<file path="config.mk">
export PLATFORM = sky130hd
export DESIGN_NAME = pdi_top
export DESIGN_NICKNAME = d
export VERILOG_FILES = /design/src/common/pdi_pkg.sv /design/src/hw/pdi_top.sv /design/src/hw/pdi_sync3.sv /design/src/hw/pdi_axil.sv
export VERILOG_INCLUDE_DIRS = /design/src /design/src/common
export SDC_FILE = /design/constraint.sdc
export NUM_CORES = 1
export LEC_CHECK = 0
export BUFFER_PORTS_ARGS = -buffer_cell sky130_fd_sc_hd__buf_2
export CAP_MARGIN = 30
export CORE_UTILIZATION = 40
export DETAILED_ROUTE_END_ITERATION = 16
export PLACE_DENSITY_LB_ADDON = 0.1
export SYNTH_ARGS = -nofsm -noshare
export SYNTH_HDL_FRONTEND = slang
export SYNTH_HIERARCHICAL = 1
export SYNTH_SLANG_ARGS = --single-unit
</file>
<file path="constraint.sdc">
create_clock -name clk -period 5.4 [get_ports clk]
set_input_delay 1.08 -clock clk [delete_from_list [all_inputs] [get_ports clk]]
set_output_delay 1.08 -clock clk [all_outputs]
set_load 0.01 [all_outputs]
</file>
<file path="src/common/pdi_consts.svh">
// constants for the parallel dma byte input block
`ifndef PDI_CONSTS_SVH
`define PDI_CONSTS_SVH
// =====================================================
// register map (printed offsets are not word multiples: index * 4)
`define PDI_IDX_PORT_CFG 8'h4b
`define PDI_IDX_STARTUP_CFG 8'he6
`define PDI_IDX_STATUS 8'hf0
`define PDI_ADDR_PORT_CFG 10'h12c
`define PDI_ADDR_STARTUP_CFG 10'h398
`define PDI_ADDR_STATUS 10'h3c0
`define PDI_ADDR_DATA 10'h3c4
`define PDI_REG_W 20
`define PDI_PORT_CFG_RST 20'h00000
`define PDI_STARTUP_CFG_RST 20'h00000
`define PDI_PORT_CFG_SERIAL 20'h00082
`define PDI_BIT_DMA_SEL 4
// =====================================================
// timing at 200 MHz (5 ns period)
`define PDI_CLK_PS 5000
`define PDI_CAPTURE_MIN_NS 120
`define PDI_CAPTURE_MAX_NS 480
`define PDI_CAPTURE_CYC ((`PDI_CAPTURE_MIN_NS * 1000 + `PDI_CLK_PS - 1) / `PDI_CLK_PS)
`define PDI_RTR_NS 200
`define PDI_RTR_CYC ((`PDI_RTR_NS * 1000 + `PDI_CLK_PS - 1) / `PDI_CLK_PS)
`define PDI_LATE_NS 3500
`define PDI_LATE_CYC ((`PDI_LATE_NS * 1000) / `PDI_CLK_PS)
`define PDI_EOD_NS 500
`define PDI_EOD_CYC ((`PDI_EOD_NS * 1000 + `PDI_CLK_PS - 1) / `PDI_CLK_PS)
`define PDI_BLOCK_BYTES 4'd15
// edges after reset before the filtered strap level is trusted
`define PDI_STRAP_SETTLE 3'd5
`define PDI_INPUT_CLK_KHZ 14725
`endif

</file>
<file path="src/common/pdi_pkg.sv">
// types for the parallel dma byte input block
package pdi_pkg;
  // handshake states of the byte port
  typedef enum logic [2:0] {
    PDI_IDLE,
    PDI_WAIT_CAP,
    PDI_ACK,
    PDI_WAIT_REQ,
    PDI_EOB
  } pdi_state_e;
  // captured byte towards the decoder
  typedef struct packed {
    logic valid;
    logic [7:0] data;
  } pdi_byte_s;
endpackage

</file>
<file path="src/hw/pdi_top.sv">
// parallel dma byte input port with register access
// =====================================================
// Overview of operation
// - strap at reset picks serial or dma
// - startup bit 4 set selects dma input
// - upper eight lines form byte, msb high
// - request rise, ready-to-read low acknowledges
// - byte captured 120 to 480 ns after edge
// - end-of-block low, host drops request, restarts
// - fifteen bytes per block, sixteenth refused
// - late sixteenth edge starts block silently
// - ready-to-read rise forms sixteenth edge
// - strap no longer picks clock; 14.725 mhz
// - no status on low lines in dma
// - request pin is dma request or r/w
`timescale 1ns/1ps
`include "pdi_consts.svh"
module pdi_top
  import pdi_pkg::*;
(
  // clock and reset
  input wire logic clk,
  input wire logic rst,
  // axi4-lite slave
  input wire logic [31:0] s_awaddr,
  input wire logic s_awvalid,
  output logic s_awready,
  input wire logic [31:0] s_wdata,
  input wire logic [3:0] s_wstrb,
  input wire logic s_wvalid,
  output logic s_wready,
  output logic [1:0] s_bresp,
  output logic s_bvalid,
  input wire logic s_bready,
  input wire logic [31:0] s_araddr,
  input wire logic s_arvalid,
  output logic s_arready,
  output logic [31:0] s_rdata,
  output logic [1:0] s_rresp,
  output logic s_rvalid,
  input wire logic s_rready,
  // device pins
  input wire logic input_select_strap,
  input wire logic dma_request,
  input wire logic [7:0] parallel_byte_lines,
  output logic ready_to_read_n,
  output logic end_of_block_n,
  output logic status_lines_oe,
  // decoder side
  output pdi_byte_s byte_out,
  output logic dma_mode
);
  // =====================================================
  // pin synchronisers
  logic req_s;
  logic strap_s;
  logic req_prev_q;
  logic dma_mode_q; // input path: high selects the parallel byte port
  pdi_sync3 u_sync_req (
    .clk(clk),
    .rst(rst),
    .pin(dma_request),
    .level(req_s)
  );
  pdi_sync3 u_sync_strap (
    .clk(clk),
    .rst(rst),
    .pin(input_select_strap),
    .level(strap_s)
  );
  // the request pin means read/write outside dma mode
  wire req_rise = req_s && !req_prev_q && dma_mode_q;
  // =====================================================
  // registers
  logic [`PDI_REG_W-1:0] port_cfg_q;
  logic [`PDI_REG_W-1:0] startup_q;
  logic strap_done_q; // strap caught once after release
  logic [2:0] strap_wait_q; // edges since release, until the strap settles
  logic wr_en;
  logic [9:0] wr_addr;
  logic [31:0] wr_data;
  logic [3:0] wr_strb;
  logic [9:0] rd_addr;
  wire [31:0] wmask = {{8{wr_strb[3]}}, {8{wr_strb[2]}}, {8{wr_strb[1]}}, {8{wr_strb[0]}}};
  wire wr_port = wr_en && (wr_addr == `PDI_ADDR_PORT_CFG);
  wire wr_start = wr_en && (wr_addr == `PDI_ADDR_STARTUP_CFG);
  wire [31:0] start_new = ({12'h000, startup_q} & ~wmask) | (wr_data & wmask);
  wire [31:0] port_new = ({12'h000, port_cfg_q} & ~wmask) | (wr_data & wmask);
  // address decode
  logic wr_ok;
  logic rd_ok;
  logic [31:0] rd_data;
  assign wr_ok = (wr_addr == `PDI_ADDR_PORT_CFG) || (wr_addr == `PDI_ADDR_STARTUP_CFG);
  assign rd_ok = (rd_addr == `PDI_ADDR_PORT_CFG) || (rd_addr == `PDI_ADDR_STARTUP_CFG)
    || (rd_addr == `PDI_ADDR_STATUS) || (rd_addr == `PDI_ADDR_DATA);
  logic [3:0] count_q;
  logic [7:0] last_byte_q;
  pdi_state_e state_q;
  always_comb begin
    if (rd_addr == `PDI_ADDR_PORT_CFG) begin
      rd_data = {12'h000, port_cfg_q};
    end else if (rd_addr == `PDI_ADDR_STARTUP_CFG) begin
      rd_data = {12'h000, startup_q};
    end else if (rd_addr == `PDI_ADDR_STATUS) begin
      // block state: mode, eob, rtr, byte count
      rd_data = {24'h000000, dma_mode_q, end_of_block_n, ready_to_read_n, 1'b0, count_q};
    end else if (rd_addr == `PDI_ADDR_DATA) begin
      rd_data = {24'h000000, last_byte_q};
    end else begin
      rd_data = 32'h00000000;
    end
  end
  pdi_axil u_axil (
    .clk(clk),
    .rst(rst),
    .s_awaddr(s_awaddr),
    .s_awvalid(s_awvalid),
    .s_awready(s_awready),
    .s_wdata(s_wdata),
    .s_wstrb(s_wstrb),
    .s_wvalid(s_wvalid),
    .s_wready(s_wready),
    .s_bresp(s_bresp),
    .s_bvalid(s_bvalid),
    .s_bready(s_bready),
    .s_araddr(s_araddr),
    .s_arvalid(s_arvalid),
    .s_arready(s_arready),
    .s_rdata(s_rdata),
    .s_rresp(s_rresp),
    .s_rvalid(s_rvalid),
    .s_rready(s_rready),
    .wr_en(wr_en),
    .wr_addr(wr_addr),
    .wr_data(wr_data),
    .wr_strb(wr_strb),
    .wr_ok(wr_ok),
    .rd_addr(rd_addr),
    .rd_data(rd_data),
    .rd_ok(rd_ok)
  );
  // register file and mode select; the clock is fixed, the strap
  // only chooses the input path
  always_ff @(posedge clk or posedge rst) begin
    if (rst) begin
      port_cfg_q <= `PDI_PORT_CFG_RST;
      startup_q <= `PDI_STARTUP_CFG_RST;
      strap_done_q <= 1'b0;
      strap_wait_q <= 3'd0;
      dma_mode_q <= 1'b0;
    end else begin
      // the filtered strap is trusted only once the synchroniser has settled;
      // at the first edge it would always show the reset level
      if (strap_wait_q != `PDI_STRAP_SETTLE) begin
        strap_wait_q <= strap_wait_q + 3'd1;
      end else if (!strap_done_q) begin
        strap_done_q <= 1'b1;
        dma_mode_q <= strap_s;
        startup_q[`PDI_BIT_DMA_SEL] <= strap_s;
      end
      if (wr_start) begin
        startup_q <= start_new[`PDI_REG_W-1:0];
        // set bit enters dma mode; clearing alone keeps it
        if (start_new[`PDI_BIT_DMA_SEL]) begin
          dma_mode_q <= 1'b1;
        end
      end
      if (wr_port) begin
        port_cfg_q <= port_new[`PDI_REG_W-1:0];
        // serial return needs bit 4 already clear
        if (port_new[`PDI_REG_W-1:0] == `PDI_PORT_CFG_SERIAL && !startup_q[`PDI_BIT_DMA_SEL]) begin
          dma_mode_q <= 1'b0;
        end
      end
    end
  end
  // =====================================================
  // handshake engine
  logic [9:0] tmr_q;
  always_ff @(posedge clk or posedge rst) begin
    if (rst) begin
      state_q <= PDI_IDLE;
      tmr_q <= 10'h000;
      count_q <= 4'h0;
      last_byte_q <= 8'h00;
      req_prev_q <= 1'b0;
      ready_to_read_n <= 1'b1;
      end_of_block_n <= 1'b1;
      byte_out <= '0;
      status_lines_oe <= 1'b0;
      dma_mode <= 1'b0;
    end else begin
      req_prev_q <= req_s;
      byte_out.valid <= 1'b0;
      dma_mode <= dma_mode_q;
      status_lines_oe <= !dma_mode_q;
      if (tmr_q != 10'h000) begin
        tmr_q <= tmr_q - 10'h001;
      end
      case (state_q)
        PDI_IDLE: begin
          // first request edge of a block
          if (req_rise) begin
            state_q <= PDI_WAIT_CAP;
            tmr_q <= 10'(`PDI_CAPTURE_CYC);
          end
        end
        PDI_WAIT_CAP: begin
          // capture 120 ns after the edge
          if (tmr_q == 10'h001) begin
            last_byte_q <= parallel_byte_lines;
            byte_out.data <= parallel_byte_lines;
            byte_out.valid <= 1'b1;
            count_q <= count_q + 4'h1;
            ready_to_read_n <= 1'b0;
            tmr_q <= 10'(`PDI_RTR_CYC);
            state_q <= PDI_ACK;
          end
        end
        PDI_ACK: begin
          if (tmr_q == 10'h001) begin
            ready_to_read_n <= 1'b1;
            tmr_q <= 10'(`PDI_LATE_CYC);
            state_q <= PDI_WAIT_REQ;
          end
        end
        PDI_WAIT_REQ: begin
          if (req_rise && count_q == `PDI_BLOCK_BYTES) begin
            // sixteenth edge in time: refused, block ends
            end_of_block_n <= 1'b0;
            count_q <= 4'h0;
            tmr_q <= 10'(`PDI_EOD_CYC);
            state_q <= PDI_EOB;
          end else if (req_rise) begin
            state_q <= PDI_WAIT_CAP;
            tmr_q <= 10'(`PDI_CAPTURE_CYC);
          end else if (count_q == `PDI_BLOCK_BYTES && tmr_q == 10'h001) begin
            // late edge: new block silently, no eob pulse
            count_q <= 4'h0;
            state_q <= PDI_IDLE;
          end
        end
        PDI_EOB: begin
          // edges ignored while eob is low
          if (tmr_q == 10'h000 && !req_s) begin
            end_of_block_n <= 1'b1;
            state_q <= PDI_IDLE;
          end
        end
        default: begin
          state_q <= PDI_IDLE;
        end
      endcase
    end
  end
  // =====================================================
  // checks
  property p_cap_ack;
    @(posedge clk) disable iff (rst)
    $fell(ready_to_read_n) |-> byte_out.valid;
  endproperty
  a_cap_ack: assert property (p_cap_ack) else $error("ack without capture");
  property p_cap_time;
    @(posedge clk) disable iff (rst)
    (state_q == PDI_IDLE && req_rise) |-> ##25 byte_out.valid;
  endproperty
  a_cap_time: assert property (p_cap_time) else $error("capture time wrong");
  property p_count;
    @(posedge clk) disable iff (rst)
    byte_out.valid |-> $past(count_q) != `PDI_BLOCK_BYTES;
  endproperty
  a_count: assert property (p_count) else $error("byte taken past block end");
  property p_eob_idle;
    @(posedge clk) disable iff (rst)
    !end_of_block_n |-> ready_to_read_n && !byte_out.valid;
  endproperty
  a_eob_idle: assert property (p_eob_idle) else $error("activity during eob");
  property p_eob_cnt;
    @(posedge clk) disable iff (rst)
    $fell(end_of_block_n) |-> $past(count_q) == `PDI_BLOCK_BYTES;
  endproperty
  a_eob_cnt: assert property (p_eob_cnt) else $error("eob early");
  property p_status_oe;
    @(posedge clk) disable iff (rst)
    dma_mode |-> !status_lines_oe;
  endproperty
  a_status_oe: assert property (p_status_oe) else $error("status in dma mode");
endmodule

</file>
<file path="src/hw/pdi_sync3.sv">
// three-stage pin synchroniser with agreement filter
`timescale 1ns/1ps
module pdi_sync3 (
  // clock and reset
  input wire logic clk,
  input wire logic rst,
  // pin and filtered level
  input wire logic pin,
  output logic level
);
  logic s1_q;
  logic s2_q;
  logic s3_q;
  // first stage is read only by the second
  always_ff @(posedge clk or posedge rst) begin
    if (rst) begin
      s1_q <= 1'b0;
      s2_q <= 1'b0;
      s3_q <= 1'b0;
      level <= 1'b0;
    end else begin
      s1_q <= pin;
      s2_q <= s1_q;
      s3_q <= s2_q;
      // a change counts once stages two and three agree
      if (s2_q == s3_q) begin
        level <= s3_q;
      end
    end
  end
endmodule

</file>
<file path="src/hw/pdi_axil.sv">
// axi4-lite slave for the block registers
`timescale 1ns/1ps
module pdi_axil
  import pdi_pkg::*;
(
  // clock and reset
  input wire logic clk,
  input wire logic rst,
  // write channels
  input wire logic [31:0] s_awaddr,
  input wire logic s_awvalid,
  output logic s_awready,
  input wire logic [31:0] s_wdata,
  input wire logic [3:0] s_wstrb,
  input wire logic s_wvalid,
  output logic s_wready,
  output logic [1:0] s_bresp,
  output logic s_bvalid,
  input wire logic s_bready,
  // read channels
  input wire logic [31:0] s_araddr,
  input wire logic s_arvalid,
  output logic s_arready,
  output logic [31:0] s_rdata,
  output logic [1:0] s_rresp,
  output logic s_rvalid,
  input wire logic s_rready,
  // register side
  output logic wr_en,
  output logic [9:0] wr_addr,
  output logic [31:0] wr_data,
  output logic [3:0] wr_strb,
  input wire logic wr_ok,
  output logic [9:0] rd_addr,
  input wire logic [31:0] rd_data,
  input wire logic rd_ok
);
  logic aw_have_q;
  logic w_have_q;
  logic [9:0] awaddr_q;
  logic [31:0] wdata_q;
  logic [3:0] wstrb_q;
  // both halves held, response slot free
  wire do_write = aw_have_q && w_have_q && !s_bvalid;
  assign wr_en = do_write;
  assign wr_addr = awaddr_q;
  assign wr_data = wdata_q;
  assign wr_strb = wstrb_q;
  assign s_awready = !aw_have_q;
  assign s_wready = !w_have_q;
  assign s_arready = !s_rvalid;
  assign rd_addr = s_araddr[9:0];
  // write path: address and data taken in either order
  always_ff @(posedge clk or posedge rst) begin
    if (rst) begin
      aw_have_q <= 1'b0;
      w_have_q <= 1'b0;
      awaddr_q <= 10'h000;
      wdata_q <= 32'h00000000;
      wstrb_q <= 4'h0;
      s_bvalid <= 1'b0;
      s_bresp <= 2'b00;
    end else begin
      if (s_awvalid && s_awready) begin
        aw_have_q <= 1'b1;
        awaddr_q <= s_awaddr[9:0];
      end
      if (s_wvalid && s_wready) begin
        w_have_q <= 1'b1;
        wdata_q <= s_wdata;
        wstrb_q <= s_wstrb;
      end
      if (do_write) begin
        aw_have_q <= 1'b0;
        w_have_q <= 1'b0;
        s_bvalid <= 1'b1;
        // unmapped address answers slverr
        s_bresp <= wr_ok ? 2'b00 : 2'b10;
      end else if (s_bvalid && s_bready) begin
        s_bvalid <= 1'b0;
      end
    end
  end
  // read path: one cycle from address to data
  always_ff @(posedge clk or posedge rst) begin
    if (rst) begin
      s_rvalid <= 1'b0;
      s_rdata <= 32'h00000000;
      s_rresp <= 2'b00;
    end else if (s_arvalid && s_arready) begin
      s_rvalid <= 1'b1;
      s_rdata <= rd_ok ? rd_data : 32'h00000000;
      s_rresp <= rd_ok ? 2'b00 : 2'b10;
    end else if (s_rvalid && s_rready) begin
      s_rvalid <= 1'b0;
    end
  end
endmodule

</file>
# Word level (Yosys, flattened, before mapping)
# Index checks and enable logic that the tools add are counted.
op_classes:
  n_bitwise: 6
  muxes: 51
  n_reduce_logical: 43
  n_addsub: 3
  n_eq_ne: 26
op_table:
  columns: ["operator", "count"]
  rows:
  - ["bitwise AND 20 bit", 3]
  - ["two-way mux 20 bit", 3]
  - ["two-way mux 10 bit", 5]
  - ["== test 10 bit, second input constant", 4]
  - ["OR 20 bit", 2]
  - ["case mux 10 bit (4 select lines)", 1]
  - ["two-way mux 3 bit", 7]
  - ["== test 10 x 9 -> 1 bit, second input constant", 2]
  - ["== test 20 x 8 -> 1 bit, second input constant", 1]
  - ["two-way mux 1 bit", 20]
  - ["inverter 20 bit", 1]
  - ["two-way mux 9 bit", 2]
  - ["two-way mux 4 bit", 4]
  - ["two-way mux 8 bit", 2]
  - ["logical AND 1 bit", 15]
  - ["case mux 3 bit (5 select lines)", 1]
  - ["nonzero test 2 bit", 7]
  - ["inequality test 2 bit, second input constant", 6]
  - ["== test 10 x 1 -> 1 bit, second input constant", 1]
  - ["zero test 10 bit", 1]
  - ["nonzero test 10 bit", 1]
  - ["subtractor 10 x 1 -> 10 bit, second input constant", 1]
  - ["inequality test 3 bit, second input constant", 3]
  - ["zero test 1 bit", 8]
  - ["other kinds (19)", 28]
totals:
  wordCells: 163
  regBits: 157
  output_inout_bits: 54
  inputBits: 117

# Logic depth before layout (Yosys ltp)
logic_depth:
  word_depth: 7
  mapped_depth: 9
  mapped_depth_nobuf: 6

# Modules after synthesis
# Netlist, hierarchy kept.
modules_own_cells:
  columns: ["module", "instances", "cells_per_inst", "seq_area_each_um2", "area_per_inst_um2"]
  rows:
  - ["pdi_top", 1, 345, 1904.3, 4020.1]
  - ["pdi_axil", 1, 270, 2102.0, 3614.7]
  - ["pdi_sync3", 2, 6, 100.1, 115.1]

# Least setup slack after synthesis
# OpenSTA, ideal clock, no wires.
synth_path:
  kind: "input -> register"
  from: "input s_araddr[1]"
  to: "register u_axil.s_rdata[12]"
  setup_time_ps: 79
  path_buffers: 3
  slack_ps: 2587
  t_required_ps: 5321
  stages: 9
  arrival_ps: 2734
  cell_sequence: "buf_4 > or3b_1 > nor3_1 > nand3_1 > or3b_2 > buf_2 > clkbuf_1 > nand2_1 > mux2i_1"
synth_via:
  elab_chain_cells: 5
  elab_cells_between_ends: 10
  cone_classes: "eq/ne (4); mux (3); reduce/logical (3)"
synth_lines:
  columns: ["item", "line", "text"]
  rows:
  - ["from (decl)", "pdi_top.sv:35", "input wire logic [31:0] s_araddr,"]
  - ["== test 10 x 9 -> 1 bit (no source line) or == test 10 bit (tied branches)", null, null]
  - ["logical OR 1 bit (2 in series)", "pdi_top.sv:94", "assign rd_ok = (rd_addr == `PDI_ADDR_PORT_CFG) || (rd_addr == `PDI_ADDR_STARTUP_CFG)"]
  - ["logical OR 1 bit (*)", "pdi_top.sv:94", null]
  - ["via rd_ok", "pdi_top.sv:91", "logic rd_ok;"]
  - ["two-way mux 20 bit (*)", "pdi_axil.sv:92", "s_rdata <= rd_ok ? rd_data : 32'h00000000;"]
  - ["to (signal assigned)", "pdi_axil.sv:92", null]
  - ["to (decl)", "pdi_axil.sv:24", "output logic [31:0] s_rdata,"]
# The timed path passes the listed nets; every way through them passes the cells marked *.
# A chain may end at the register's enable or synchronous reset.

# Worst setup path in the final report
layout_path:
  from: "input s_araddr[1]"
  to: "register u_axil.s_rdata[16]"
# Same word-level chain as after synthesis.

==> results.sh <==
export IMPL_status="finished clean"
export IMPL_dp_slack_ns=2.07
export IMPL_drt_iter0_drc=195
export IMPL_hp_class="register to register"
export IMPL_power_density_mw_per_mm2=445
export IMPL_syn_area_mm2=0.00737
export IMPL_fin_ws_ns=2.55
export IMPL_path_max_fanout=33
export IMPL_critPathSlowestCell="or3b_2"
export IMPL_netlist_instances=601
export IMPL_worstPathCellList="buf_2, or3b_1, nor3_1, nand3_1, or3b_2, nand2_1, mux2i_1"
export IMPL_fin_area_mm2=0.00874
export IMPL_start_util_pct=40.9
export IMPL_grtUsageTotal_pct=17.5
export IMPL_drv_slew=0
export IMPL_vias_per_cell=5.08
export IMPL_final_cell_mix="dfrtp_1, buf_2, inv_1, mux2_2"
export IMPL_hold_violations=0
export IMPL_pin_count=171
export IMPL_ys_warn_count=6
export IMPL_max_freq_mhz=351
export IMPL_die_w_um=138
export IMPL_clock_skew_ns=0.00910
export IMPL_vias=4847
export IMPL_max_slew_margin_pct=39.7
export IMPL_finalPower_mw=3.90
export IMPL_maxCapViolCount=0
export IMPL_rows=49
export IMPL_clk_latency_ns=0.42
export IMPL_clock_sinks=155
export IMPL_tightest_slew_ns=0.903
export IMPL_cts_tree="built"
export IMPL_endpoint_kind="register"
export IMPL_crit_type="input pin to register"
export IMPL_nNetsFinal=835
export IMPL_fin_setup_tns_ns=0
export IMPL_postRouteWirelength_um=15800
export IMPL_diodes=0
export IMPL_drive_gt1_share_pct=35.6
export IMPL_crit_required_ns=5.74
export IMPL_grt_pass1_wl_um=24900
export IMPL_crit_path_max_incr_delay_ns=0.76
export IMPL_layout_commonest_cell="dfrtp_1"
export IMPL_place_hpwl_um=11100
export IMPL_cts_root_buf="clkbuf_16"
export IMPL_postCtsSetupRepairBufs=0
export IMPL_numCtsBuffers=17
export IMPL_fp_coreArea_mm2=0.0180
export IMPL_syn_avg_cell_area_um2=12.3
export IMPL_grt_overflow_total=0
export IMPL_placed_area_mm2=0.00806
export IMPL_p_leak_nw=4.21
export IMPL_finalCoreUtilization_pct=48.5
export IMPL_setup_viol=0
export IMPL_dieArea_mm2=0.0190
export IMPL_finalCriticalPeriod_ns=2.85
export IMPL_grt_max_degree=46
export IMPL_port_buffers=111
export IMPL_final_cells=954
export IMPL_holdWs_ns=0.347
export IMPL_drtAntennaViolNets=0
export IMPL_dr_pass1_iters=4
export IMPL_peakVddDrop_mv=0.217
export IMPL_gp_congestion=0.826
export IMPL_h_tree_depth=4
export IMPL_hold_buffers=0
export IMPL_dieHeight_um=138
export IMPL_clk_path_buf_depth=2
export IMPL_fin_crit_sh_pct=52.7
export IMPL_drcViolationCount=0
export IMPL_arrival_ns=3.18
export IMPL_post_cts_resized=0
export IMPL_routedWlPerCell_um=16.6
export IMPL_antenna_found_initial=0
export IMPL_dp_cells=921
export IMPL_area_growth_pct=18.7
export IMPL_cp_top_family="simple AND/OR/NAND/NOR gates"
export IMPL_rsz0062_at_grt="false"
export IMPL_cp_start_kind="input pin"
export IMPL_crit_buf_inv=1
export IMPL_clkTransAtPathRegs_ns=0.06
export IMPL_grt_pass1_vias=4786
## worst paths after layout
check	cells past startpoint	slack (ns)	from	to
worst max-delay path	7	2.55	s_araddr[1]	u_axil/s_rdata[16]$_DFFE_PP0P_
worst min-delay path	0	0.35	u_sync_req/s1_q$_DFF_PP0_	u_sync_req/s2_q$_DFF_PP0_
worst max register to register	6	2.78	tmr_q[1]$_DFF_PP0_	tmr_q[2]$_DFF_PP0_
worst min register to register	0	0.35	u_sync_req/s1_q$_DFF_PP0_	u_sync_req/s2_q$_DFF_PP0_
max in group asynchronous	4	3.67	rst	end_of_block_n$_DFFE_PP1P_
min in group asynchronous	2	0.57	rst	u_sync_req/s2_q$_DFF_PP0_
## power breakdown
group | total [mW] | switching, mW | internal [mW]
Combinational | 0.862 | 0.377 | 0.485
Sequential | 1.71 | 0.303 | 1.40
Clock | 1.33 | 0.477 | 0.849
Total | 3.90 | 1.16 | 2.74
## cell type report
type                            instances  area, µm²
Multi-Input combinational cell        365       3070
Clock buffer                           19        453
Sequential cell                       155       3880
Clock inverter                         13        215
Tap cell                              229        287
Fill cell                            1668       9280
Timing Repair Buffer                  118        633
Inverter                               55        208
## routing by layer
metal | track usage (%) | routed length (µm) | up-vias
met1 | 22.9 | 7260 | 2432
met4 | 6.88 | 244 | 0
met2 | 28.3 | 7750 | 85
li1 | - | - | 2312
met3 | 3.57 | 557 | 18
met5 | 0 | 0 | -
Power figures use the tool's default switching activity.
